**src/rtl/gstc_regs.vh**
```
// constants of the gated 16-bit timer/counter: map, fields, codes
// assumes inclusion by the top design file, the checker and the bench
`ifndef GSTC_REGS_VH
`define GSTC_REGS_VH
// register indices on the plain register port
`define GSTC_ADDR_W      4
`define GSTC_A_LOW       4'h0
`define GSTC_A_HIGH      4'h1
`define GSTC_A_CTRL      4'h2
`define GSTC_A_GCTRL     4'h3
`define GSTC_A_STAT      4'h4
// timer_one_control fields
`define GSTC_C_CS_HI     7
`define GSTC_C_CS_LO     6
`define GSTC_C_PS_HI     5
`define GSTC_C_PS_LO     4
`define GSTC_C_OSCEN     3
`define GSTC_C_SYNCDIS   2
`define GSTC_C_WIDE      1
`define GSTC_C_ON        0
// timer_one_gate_control fields
`define GSTC_G_GE        7
`define GSTC_G_POL       6
`define GSTC_G_TM        5
`define GSTC_G_SPM       4
`define GSTC_G_GO        3
`define GSTC_G_VAL       2
`define GSTC_G_SS_HI     1
`define GSTC_G_SS_LO     0
// status fields
`define GSTC_S_OVF       0
`define GSTC_S_IE        1
// reset values
`define GSTC_RST_BYTE    8'h00
`define GSTC_RST_CNT     16'h0000
// clock source codes
`define GSTC_SRC_INSTR   2'b00
`define GSTC_SRC_SYS     2'b01
`define GSTC_SRC_EXT     2'b10
// gate source codes
`define GSTC_GS_PIN      2'b00
`define GSTC_GS_T2MATCH  2'b01
`define GSTC_GS_CMP1     2'b10
`define GSTC_GS_CMP2     2'b11
// system clock select code for the secondary oscillator
`define GSTC_SCS_SECONDARY_OSCILLATOR    2'b01
// instruction clock is the system clock divided by four
`define GSTC_INSTR_LAST  2'h3
// count roll-over value
`define GSTC_CNT_MAX     16'hffff
`endif

```
**src/rtl/gstc_timer.v**
```verilog
// top of the gated 16-bit timer/counter with its register port
// assumes inputs other than the external clock sources synchronous to i_clk; reads answer next cycle
`include "gstc_regs.vh"
`default_nettype none
module gstc_timer (
  // clock, reset, enable
  input  wire       i_clk,
  input  wire       i_sys_rst,
  input  wire       i_clk_en,
  // register port
  input  wire [3:0] i_addr,
  input  wire [7:0] i_wr_data,
  input  wire       i_wr,
  input  wire       i_rd,
  output reg  [7:0] o_rd_data,
  // clock sources
  input  wire       i_ext_clock_pin,
  input  wire       i_crystal_clock,
  input  wire       i_secondary_digital_clock_pin,
  input  wire       i_osc_drive_crystal,
  // gate sources
  input  wire       i_gate_pin,
  input  wire       i_second_timer_match,
  input  wire       i_comparator_one,
  input  wire       i_comparator_two,
  // oscillator requests from outside the block
  input  wire       i_timer_three_osc_enable,
  input  wire       i_oscillator_warmup_request,
  input  wire [1:0] i_system_clock_select,
  // status outputs
  output reg [15:0] o_count,
  output reg        o_overflow_irq,
  output reg        o_osc_run,
  output reg        o_crystal_pins_input,
  output reg        o_port_read_zero
);
  //****************************************************************
  // registers and state
  //****************************************************************
  reg  [7:0] ctrl;
  reg  [7:0] gctrl;
  reg  [7:0] high_buf;
  reg        ovf_flag;
  reg        ovf_ie;
  reg  [1:0] div_cnt;
  reg  [2:0] ps_cnt;
  reg        armed;
  reg        on_prev;
  reg        gate_src;
  reg  [7:0] rd_mux;
  wire [1:0] src_sel;
  wire [1:0] ps_sel;
  wire [1:0] gs_sel;
  wire       timer_on;
  wire       wide;
  wire       sync_dis;
  wire       osc_en;
  wire       gate;
  wire       sp_done;
  wire       ext_rise;
  wire       ext_fall;
  wire       ext_sig;
  wire       wr_low;
  wire       wr_high;
  wire       wr_count;
  wire       rd_low;
  wire       src_tick;
  wire       ps_last;
  wire       inc_tick;
  wire       count_en;
  wire       inc;
  wire       gated_ok;

  // last prescaler count for a ratio code
  function [2:0] ps_limit;
    input [1:0] code;
    begin
      case (code)
        2'b00:   ps_limit = 3'h0;
        2'b01:   ps_limit = 3'h1;
        2'b10:   ps_limit = 3'h3;
        default: ps_limit = 3'h7;
      endcase
    end
  endfunction

  // register field views
  assign src_sel  = ctrl[`GSTC_C_CS_HI:`GSTC_C_CS_LO];
  assign ps_sel   = ctrl[`GSTC_C_PS_HI:`GSTC_C_PS_LO];
  assign osc_en   = ctrl[`GSTC_C_OSCEN];
  assign sync_dis = ctrl[`GSTC_C_SYNCDIS];
  assign wide     = ctrl[`GSTC_C_WIDE];
  assign timer_on = ctrl[`GSTC_C_ON];
  assign gs_sel   = gctrl[`GSTC_G_SS_HI:`GSTC_G_SS_LO];

  // register port decode
  assign wr_low   = i_wr && (i_addr == `GSTC_A_LOW);
  assign wr_high  = i_wr && (i_addr == `GSTC_A_HIGH);
  assign wr_count = wr_low || wr_high;
  assign rd_low   = i_rd && (i_addr == `GSTC_A_LOW);

  //****************************************************************
  // clock source selection
  //****************************************************************

  // external path: pin, or oscillator output by drive configuration
  assign ext_sig = !osc_en ? i_ext_clock_pin :
                   (i_osc_drive_crystal ? i_crystal_clock :
                    i_secondary_digital_clock_pin);

  // sync or bypass and edge detection of the external clock
  gstc_edge_sync u_ext (
    .i_clk     (i_clk),
    .i_sys_rst (i_sys_rst),
    .i_clk_en  (i_clk_en),
    .i_sig     (ext_sig),
    .i_bypass  (sync_dis),
    .o_rise    (ext_rise),
    .o_fall    (ext_fall)
  );

  // source tick: undefined code 11 gives no ticks
  assign src_tick =
    (src_sel == `GSTC_SRC_INSTR) ? (div_cnt == `GSTC_INSTR_LAST) :
    (src_sel == `GSTC_SRC_SYS)   ? 1'b1 :
    (src_sel == `GSTC_SRC_EXT)   ? (ext_rise && armed) :
    1'b0;

  // prescaler output and the gated increment
  assign ps_last  = (ps_cnt == ps_limit(ps_sel));
  assign inc_tick = src_tick && ps_last;
  assign gated_ok = gctrl[`GSTC_G_GE] ? gate : 1'b1;
  assign count_en = timer_on && gated_ok;
  assign inc      = inc_tick && count_en;

  //****************************************************************
  // gate source and conditioning
  //****************************************************************

  // registered gate source mux
  always @(posedge i_clk) begin
    if (i_sys_rst) begin
      gate_src <= 1'b0;
    end else if (i_clk_en) begin
      case (gs_sel)
        `GSTC_GS_PIN:     gate_src <= i_gate_pin;
        `GSTC_GS_T2MATCH: gate_src <= i_second_timer_match;
        `GSTC_GS_CMP1:    gate_src <= i_comparator_one;
        default:          gate_src <= i_comparator_two;
      endcase
    end
  end

  // polarity, toggle and single-pulse logic
  gstc_gate u_gate (
    .i_clk     (i_clk),
    .i_sys_rst (i_sys_rst),
    .i_clk_en  (i_clk_en),
    .i_src     (gate_src),
    .i_pol     (gctrl[`GSTC_G_POL]),
    .i_toggle  (gctrl[`GSTC_G_TM]),
    .i_spm     (gctrl[`GSTC_G_SPM]),
    .i_go      (gctrl[`GSTC_G_GO]),
    .o_gate    (gate),
    .o_done    (sp_done)
  );

  //****************************************************************
  // dividers and external edge arming
  //****************************************************************

  // instruction clock divider and prescaler
  always @(posedge i_clk) begin
    if (i_sys_rst) begin
      div_cnt <= 2'h0;
      ps_cnt  <= 3'h0;
    end else if (i_clk_en) begin
      div_cnt <= div_cnt + 2'h1;
      if (wr_low)
        ps_cnt <= 3'h0;
      else if (src_tick && timer_on)
        ps_cnt <= ps_last ? 3'h0 : ps_cnt + 3'h1;
    end
  end

  // falling edge must precede the first counted rise
  always @(posedge i_clk) begin
    if (i_sys_rst) begin
      armed   <= 1'b0;
      on_prev <= 1'b0;
    end else if (i_clk_en) begin
      on_prev <= timer_on;
      if (!timer_on || !on_prev || wr_count)
        armed <= 1'b0;
      else if (ext_fall)
        armed <= 1'b1;
    end
  end

  //****************************************************************
  // count pair, buffer, control registers
  //****************************************************************

  // count pair with byte or buffered wide access
  always @(posedge i_clk) begin
    if (i_sys_rst) begin
      o_count  <= `GSTC_RST_CNT;
      high_buf <= `GSTC_RST_BYTE;
    end else if (i_clk_en) begin
      if (wr_low) begin
        o_count[7:0] <= i_wr_data;
        if (wide)
          o_count[15:8] <= high_buf;
      end else if (wr_high) begin
        if (wide)
          high_buf <= i_wr_data;
        else
          o_count[15:8] <= i_wr_data;
      end else if (inc) begin
        o_count <= o_count + 16'h0001;
      end
      if (rd_low && wide)
        high_buf <= o_count[15:8];
    end
  end

  // control, gate control and status registers
  always @(posedge i_clk) begin
    if (i_sys_rst) begin
      ctrl     <= `GSTC_RST_BYTE;
      gctrl    <= `GSTC_RST_BYTE;
      ovf_flag <= 1'b0;
      ovf_ie   <= 1'b0;
    end else if (i_clk_en) begin
      if (i_wr && (i_addr == `GSTC_A_CTRL))
        ctrl <= i_wr_data;
      if (i_wr && (i_addr == `GSTC_A_GCTRL)) begin
        gctrl[7:4] <= i_wr_data[7:4];
        gctrl[`GSTC_G_SS_HI:`GSTC_G_SS_LO] <=
          i_wr_data[`GSTC_G_SS_HI:`GSTC_G_SS_LO];
        gctrl[`GSTC_G_GO] <= i_wr_data[`GSTC_G_GO] &&
                             i_wr_data[`GSTC_G_SPM];
      end else if (!gctrl[`GSTC_G_SPM] || sp_done) begin
        gctrl[`GSTC_G_GO] <= 1'b0;
      end
      gctrl[`GSTC_G_VAL] <= 1'b0;
      if (i_wr && (i_addr == `GSTC_A_STAT)) begin
        ovf_ie   <= i_wr_data[`GSTC_S_IE];
        ovf_flag <= i_wr_data[`GSTC_S_OVF];
      end
      if (inc && (o_count == `GSTC_CNT_MAX) && !wr_count)
        ovf_flag <= 1'b1;
    end
  end

  //****************************************************************
  // read data and status outputs
  //****************************************************************

  // read mux; unmapped indices read zero
  always @* begin
    rd_mux = 8'h00;
    case (i_addr)
      `GSTC_A_LOW:  rd_mux = o_count[7:0];
      `GSTC_A_HIGH: rd_mux = wide ? high_buf : o_count[15:8];
      `GSTC_A_CTRL: rd_mux = ctrl;
      `GSTC_A_GCTRL: begin
        rd_mux = gctrl;
        rd_mux[`GSTC_G_VAL] = gate;
        rd_mux[`GSTC_G_GO]  = gctrl[`GSTC_G_GO];
      end
      `GSTC_A_STAT: begin
        rd_mux[`GSTC_S_OVF] = ovf_flag;
        rd_mux[`GSTC_S_IE]  = ovf_ie;
      end
      default: rd_mux = 8'h00;
    endcase
  end

  // registered read data and side outputs
  always @(posedge i_clk) begin
    if (i_sys_rst) begin
      o_rd_data            <= `GSTC_RST_BYTE;
      o_overflow_irq       <= 1'b0;
      o_osc_run            <= 1'b0;
      o_crystal_pins_input <= 1'b0;
      o_port_read_zero     <= 1'b0;
    end else if (i_clk_en) begin
      o_rd_data <= i_rd ? rd_mux : `GSTC_RST_BYTE;
      o_overflow_irq <= ovf_flag && ovf_ie;
      o_osc_run <= osc_en || i_timer_three_osc_enable ||
                   i_oscillator_warmup_request ||
                   (i_system_clock_select == `GSTC_SCS_SECONDARY_OSCILLATOR);
      o_crystal_pins_input <= i_osc_drive_crystal;
      o_port_read_zero     <= i_osc_drive_crystal;
    end
  end
endmodule
`default_nettype wire

```
**src/rtl/gstc_edge_sync.v**
```verilog
// external clock conditioning: optional two-stage sync, edge detect
// assumes the input is sampled on i_clk; bypass skips one stage
`default_nettype none
module gstc_edge_sync (
  // clock, reset, enable
  input  wire i_clk,
  input  wire i_sys_rst,
  input  wire i_clk_en,
  // signal and mode
  input  wire i_sig,
  input  wire i_bypass,
  // detected edges
  output wire o_rise,
  output wire o_fall
);
  reg meta;
  reg sync_q;
  reg raw_q;
  reg prev;
  wire level;

  // first stage feeds only the second stage
  always @(posedge i_clk) begin
    if (i_sys_rst) begin
      meta   <= 1'b0;
      sync_q <= 1'b0;
      raw_q  <= 1'b0;
      prev   <= 1'b0;
    end else if (i_clk_en) begin
      meta   <= i_sig;
      sync_q <= meta;
      raw_q  <= i_sig;
      prev   <= level;
    end
  end

  // chosen level and its edges
  assign level  = i_bypass ? raw_q : sync_q;
  assign o_rise = level & ~prev;
  assign o_fall = ~level & prev;
endmodule
`default_nettype wire

```
**src/rtl/gstc_gate.v**
```verilog
// gate conditioning: polarity, toggle flip-flop, single-pulse control
// assumes the selected gate source is synchronous to i_clk
`default_nettype none
module gstc_gate (
  // clock, reset, enable
  input  wire i_clk,
  input  wire i_sys_rst,
  input  wire i_clk_en,
  // gate source and mode bits
  input  wire i_src,
  input  wire i_pol,
  input  wire i_toggle,
  input  wire i_spm,
  input  wire i_go,
  // conditioned gate and completion pulse
  output reg  o_gate,
  output reg  o_done
);
  localparam SP_IDLE  = 2'd0;
  localparam SP_WAIT  = 2'd1;
  localparam SP_PULSE = 2'd2;

  reg [1:0] sp_state;
  reg [1:0] next_sp_state;
  reg       pol_prev;
  reg       tff;
  reg       base_prev;
  reg       next_gate;
  reg       next_done;
  wire      pol_sig;
  wire      base;
  wire      base_rise;

  // polarity and toggle selection
  assign pol_sig   = i_pol ? i_src : ~i_src;
  assign base      = i_toggle ? tff : pol_sig;
  assign base_rise = base & ~base_prev;

  // single-pulse sequencing and the gate it offers
  always @* begin
    next_sp_state = sp_state;
    next_done     = 1'b0;
    next_gate     = base;
    case (sp_state)
      SP_IDLE: begin
        if (i_spm && i_go)
          next_sp_state = SP_WAIT;
      end
      SP_WAIT: begin
        if (!i_spm || !i_go)
          next_sp_state = SP_IDLE;
        else if (base_rise)
          next_sp_state = SP_PULSE;
      end
      SP_PULSE: begin
        if (!i_spm) begin
          next_sp_state = SP_IDLE;
        end else if (!base) begin
          next_sp_state = SP_IDLE;
          next_done     = 1'b1;
        end
      end
      default: next_sp_state = SP_IDLE;
    endcase
    if (i_spm)
      next_gate = ((sp_state == SP_WAIT) && i_go && base_rise) ||
                  ((sp_state == SP_PULSE) && base);
  end

  // state, toggle flip-flop and registered gate
  always @(posedge i_clk) begin
    if (i_sys_rst) begin
      sp_state  <= SP_IDLE;
      pol_prev  <= 1'b0;
      tff       <= 1'b0;
      base_prev <= 1'b0;
      o_gate    <= 1'b0;
      o_done    <= 1'b0;
    end else if (i_clk_en) begin
      sp_state  <= next_sp_state;
      pol_prev  <= pol_sig;
      base_prev <= base;
      o_gate    <= next_gate;
      o_done    <= next_done;
      if (!i_toggle)
        tff <= 1'b0;
      else if (pol_sig && !pol_prev)
        tff <= ~tff;
    end
  end
endmodule
`default_nettype wire

```
**config.mk**
```make
export PLATFORM = sky130hd
export DESIGN_NAME = gstc_timer
export DESIGN_NICKNAME = d
export VERILOG_FILES = /design/src/rtl/gstc_timer.v /design/src/rtl/gstc_edge_sync.v /design/src/rtl/gstc_gate.v
export VERILOG_INCLUDE_DIRS = /design/src /design/src/rtl
export SDC_FILE = /design/constraint.sdc
export NUM_CORES = 1
export LEC_CHECK = 0
export BUFFER_PORTS_ARGS = -buffer_cell sky130_fd_sc_hd__buf_2
export CAP_MARGIN = 20
export CELL_PAD_IN_SITES_DETAIL_PLACEMENT = 1
export CELL_PAD_IN_SITES_GLOBAL_PLACEMENT = 1
export CORE_MARGIN = 1.5
export CORE_UTILIZATION = 43
export DETAILED_ROUTE_END_ITERATION = 12
export PLACE_DENSITY_LB_ADDON = 0.1
export SYNTH_ARGS = -nofsm -noshare
export SYNTH_HDL_FRONTEND = slang
export SYNTH_SLANG_ARGS = --single-unit
```
**constraint.sdc**
```tcl
create_clock -name i_clk -period 2.2 [get_ports i_clk]
set_input_delay 0.33 -clock i_clk [delete_from_list [all_inputs] [get_ports i_clk]]
set_output_delay 0.33 -clock i_clk [all_outputs]
set_load 0.005 [all_outputs]
```
**Word-level counts from Yosys, hierarchy flattened**

Index checks and enable logic that the tools add are counted.

- Register bits after elaboration: 70
- Logic and storage cells: 166
- Input port bits: 29

- Muxes and demuxes: 45
- Add/subtract/negate cells: 3
- Bitwise gates (word level): 8
- Eq/ne operators: 23
- Reductions and logical operators: 61

Operators with widths:

| operator | number |
|---|---|
| $mux W8 | 9 |
| $mux W16 | 2 |
| $pmux W6 S4 | 1 |
| $logic_and A1 B1 Y1 | 21 |
| $mux W1 | 21 |
| $add A16 B1 Y16 const B | 1 |
| $eq A16 B16 Y1 const B | 1 |
| $reduce_and A2 Y1 | 8 |
| $reduce_bool A2 Y1 | 7 |
| $eq A2 B1 Y1 const B | 5 |
| $eq A2 B2 Y1 const B | 5 |
| $mux W2 | 5 |
| $pmux W2 S5 | 1 |
| $logic_or A1 B1 Y1 | 9 |
| $mux W3 | 3 |
| $pmux W3 S3 | 1 |
| $eq A4 B2 Y1 const B | 2 |
| $logic_not A2 Y1 | 4 |
| $reduce_and A4 Y1 | 2 |
| $logic_not A1 Y1 | 6 |
| $ne A2 B1 Y1 const B | 3 |
| $ne A3 B3 Y1 const B | 2 |
| $pmux W2 S3 | 1 |
| $reduce_and A3 Y1 | 2 |
| other kinds (12) | 18 |

**Longest topological paths before layout**

- Depth in word-level cells: 12
- Depth in mapped cells: 8

**Cells and area by module**

From an unflattened synthesis, not the netlist that was laid out.

- Cells, all modules: 475
- Area total of the unflattened synthesis: 3972.6 um2

Modules (own cells, without submodules):

| module | cells each | instances | area each (um2) |
|---|---|---|---|
| gstc_timer | 417 | 1 | 3448.3 |
| gstc_gate | 46 | 1 | 400.4 |
| gstc_edge_sync | 12 | 1 | 123.9 |

**Worst setup path before layout**

OpenSTA, ideal clock, no wires.

- Path kind: register to register
- Start: register ctrl[1]
- End: register o_rd_data[2]
- Cell stages (with the launch flop): 7
- Path buffers: 2
- Setup slack: 233 ps
- Arrival time: 1839 ps
- Cells stage by stage: dfxtp_1 -> clkbuf_1 -> clkbuf_1 -> mux2_2 -> mux4_1 -> a22oi_1 -> nor2_1

- Cells in the longest elaborated chain, start to end: 3

RTL lines:

| item | line | RTL |
|---|---|---|
| from (decl) | gstc_timer.v:40 | `reg [7:0] ctrl;` |
| from (signal assigned) | gstc_timer.v:230 | `` ctrl <= `GSTC_RST_BYTE; `` |
| from (signal assigned) | gstc_timer.v:236 | `ctrl <= i_wr_data;` |
| $mux W8 | - |  |
| $pmux W6 S4 | gstc_timer.v:263 | `case (i_addr)` |
| $mux W8 (no line) | - |  |
| to (signal assigned) | gstc_timer.v:283 | `` o_rd_data <= `GSTC_RST_BYTE; `` |
| to (signal assigned) | gstc_timer.v:289 | `` o_rd_data <= i_rd ? rd_mux : `GSTC_RST_BYTE; `` |
| to (decl) | gstc_timer.v:15 | `output reg [7:0] o_rd_data,` |

No other way between the ends.
A chain may end at the register's enable or synchronous reset.

**Worst setup path after layout**

- Start: register ctrl[7]
- End: register o_count[3]

- Cells in the longest elaborated chain, start to end: 8

RTL lines:

| item | line | RTL |
|---|---|---|
| $eq A2 B2 Y1 (no line) | - |  |
| $mux W1 | gstc_timer.v:126 | `` (src_sel == `GSTC_SRC_EXT) ? (ext_rise && armed) : `` |
| $mux W1 | gstc_timer.v:125 | `` (src_sel == `GSTC_SRC_SYS) ? 1'b1 : `` |
| $mux W1 * | gstc_timer.v:124 | `` (src_sel == `GSTC_SRC_INSTR) ? (div_cnt == `GSTC_INSTR_LAST) : `` |
| $logic_and A1 B1 Y1 * | gstc_timer.v:131 | `assign inc_tick = src_tick && ps_last;` |
| $logic_and A1 B1 Y1 * | gstc_timer.v:134 | `assign inc = inc_tick && count_en;` |
| $reduce_bool A2 Y1 (no line) * | - |  |
| $reduce_and A3 Y1 (no line) * | - |  |
| to (signal assigned) | gstc_timer.v:207 | `` o_count <= `GSTC_RST_CNT; `` |
| to (signal assigned) | gstc_timer.v:211 | `o_count[7:0] <= i_wr_data;` |
| to (signal assigned) | gstc_timer.v:220 | `o_count <= o_count + 16'h0001;` |
| to (decl) | gstc_timer.v:31 | `output reg [15:0] o_count,` |

Mark *: on every way between the ends. The rest lies on a longest branch, timed or not.

==> flow_summary.toml <==
[synthesis]
synthCells = 440
yosysSeqAreaShare_pct = 37.2
synth_xor_area_share_pct = 0.697
synth-simple-area-share_pct = 22.6
syn_area_um2 = 3770
syn_avg_cell_area_um2 = 8.57
yosysTopAreaCellShare_pct = 37.2
synth_seq_cells = 70
synth_top_family_by_area = "simple AND/OR/NAND/NOR gates"
synth.area.mux_share_pct = 14.9
async_flop_share_pct = 0
synth_compound_area_share_pct = 19.7
synth_ff_type = "dfxtp_1"
ys_warn_count = 0
synth_edf_count = 0
yosysTopAreaCell = "dfxtp_1"
synthAdderAreaFrac_pct = 0.996
syn_nets = 472
ys_types = 56
ys_top_cells_by_area = "dfxtp_1, mux2i_1, nor2_1, nand2_1, mux4_2"

[pwr]
internal_power_mw = 2.05
power.switching_mw = 0.748
cellLeakagePower_nw = 1.87
power.share.clock_pct = 42.4
seqPwrFrac_pct = 47.4
swShare_pct = 26.7
combPwrFrac_pct = 10.2
peakVddDrop_mv = 0.322
total_power_mw = 2.80
powerDensity_nw_per_um2 = 614

[placement]
gp_congestion = 0.878
hpwl_um = 9880
placed_area_um2 = 4330
port_buffers = 56

[floorplanning]
ios = 57
dieArea_um2 = 9340
start_util_pct = 45.2
fp.dieW_um = 96.6
rows = 33
die_y_um = 96.6
fp.coreArea_um2 = 8340

[global_route]
grt_pass1_wl_um = 21300
grt_overflow_total = 0
grt_pass1_vias = 3989
antenna_found_initial = 0
grtUsageTotal_pct = 28.8
grt_max_degree = 23

[sta]
fin_crit_sh_pct = 94.9
setup_viol = 0
fin_crit_ns = 2.09
grt_setup_unrepaired = "false"
drv_slew = 0
fmax_ghz = 0.479
fin_skew_ns = 0.00875
fin_setup_tns_ns = 0
hold_viol = 0
maxSlewHeadroom_pct = 49.3
worst-slew-pin-transition_ns = 0.741
hold-worst-slack_ns = 0.245

[clocking]
numCtsBuffers = 9
cts_hold_buffers = 0
clockBufferDepth = 2
clkSinkCount = 70
cts_tree = "done"
h-tree-depth = 3
clock_latency_ns = 0.35
cts_root_buf = "clkbuf_8"
path_clk_slew_ns = 0.08

[setup_path]
cp.required_ns = 2.44
reg2reg_from = "ctrl[7]$_SDFFE_PP0P_"
cpPeakStageDelay_ns = 0.50
worstSetupStartpoint = "ctrl[7]$_SDFFE_PP0P_"
cp-end-kind = "flop"
path_class = "reg -> reg"
worstPathCellList = "nand2_1 > o41ai_4 > and3_4 > nand2_2 > or3_2 > a32o_1"
cp-start-kind = "flop"
crit_slowest_cell = "or3_2"
critPathArrivalTime_ns = 2.33
path_max_fanout = 8

[detailed_routing]
vias = 3855
drt_iter0_markers = 332
vias_per_cell = 6.18
drcViolationCount = 0
antenna_left = 0
wl_per_cell_um = 21.0
drt_pre_antenna_iters = 7
wl_um = 13100

[finish]
fillers = 1016
drive_gt1_share_pct = 24.7
insertedDiodeCount = 0
most-common-layout-cells = "dfxtp_1, nor2_1, buf_2"
fin_nets = 546
layout_commonest_cell = "dfxtp_1"
stdcell_area_um2 = 4560
area_growth_pct = 20.9

[run]
maxCapViolCount = 0

[hold_path]
min_from = "i_system_clock_select[0]"
hold_path.class = "in -> reg"

[run_status]
outcome = "complete, no violations"
-- state kept, by name, summed over array words and instances, names as in the netlist, 2 cells and up --
signal / count
ctrl: 8
div_cnt: 2
gctrl: 7
high_buf: 8
o_count: 16
o_rd_data: 8
ps_cnt: 3
u_gate.sp_state: 2
-- layout make-up --
type | count | area [um2] | share of cell area, %
Multi-Input combinational cell | 334 | 2220 | 48.8
Timing Repair Buffer | 90 | 548 | 12.0
Sequential cell | 70 | 1400 | 30.7
Clock buffer | 10 | 128 | 2.80
Inverter | 9 | 33.8 | 0.741
Clock inverter | 6 | 93.8 | 2.06
Tap cell | 105 | 131 | 2.88
-- power groups by stage --
stage                     combinational (mW)  sequential [mW]  clock [mW]
after floorplan                        0.164             1.35           0
after global placement                 0.272             1.35           0
after detailed placement               0.282             1.36           0
after CTS                              0.284             1.33        1.20
after global routing                   0.318             1.33        1.27
final                                  0.285             1.33        1.19
-- cell usage after synthesis, drive strengths merged (3+ instances only) --
library cell and number:
dfxtp 70, nor2 66, nand2 40, mux2i 32, a21oi 19, clkbuf 17, a211oi 16, nand3 16
o21ai 14, nor3 12, a22oi 11, buf 10, inv 9, and3 7, mux2 7, mux4 7
nand4 7, a32o 6, o22ai 6, a221oi 5, nor2b 5, nor4 5, or3 5, nand2b 4
o211ai 4, o41ai 4, ha 3, o31ai 3
-- worst max-delay path, delay by kind of cell, from the launching register on --
family | cells | cell delay (ns)
compound gates | 2 | 0.60
simple gates | 4 | 0.99
flops | 1 | 0.38
-- cells by family after synthesis --
| kind of cell | Yosys count |
|---|---|
| adders and majority gates | 3 |
| and+or+nand+nor | 179 |
| AOI/OAI and AO/OA | 103 |
| DFF | 70 |
| buffers and inverters | 36 |
| xor gates and xnor gates | 3 |
| muxes | 46 |
-- metal layers --
layer / global-route usage [%] / wire, um
met3: 4.70 / 832
met1: 39.4 / 5840
met5: 0 / 0
met2: 44.8 / 5940
met4: 12.4 / 470
-- worst paths after layout --
path	cells after the start	slack [ns]	to
hold reg to reg	2	0.48	u_gate.o_done$_SDFFE_PP0P_
setup reg to reg	6	0.11	o_count[3]$_SDFFE_PP0P_
setup / recovery	6	0.11	o_count[3]$_SDFFE_PP0P_
hold / removal	3	0.24	o_osc_run$_SDFFE_PP0P_
-- timing repair --
item	in CTS	in global routing
resized for setup	0	1
setup endpoints to repair	0	1
setup buffers	0	0
-- per-stage QoR --
stage	setup slack, ns	utilization, %	instances
2_1_floorplan	0.233	-	440
3_3_place_gp	0.135	52.0	608
3_5_place_dp	0.0414	52.0	608
4_1_cts	0.0335	54.6	624
5_1_grt	0.0294	54.7	624
6_report	0.112	54.7	624
Power figures use the tool's default switching activity.
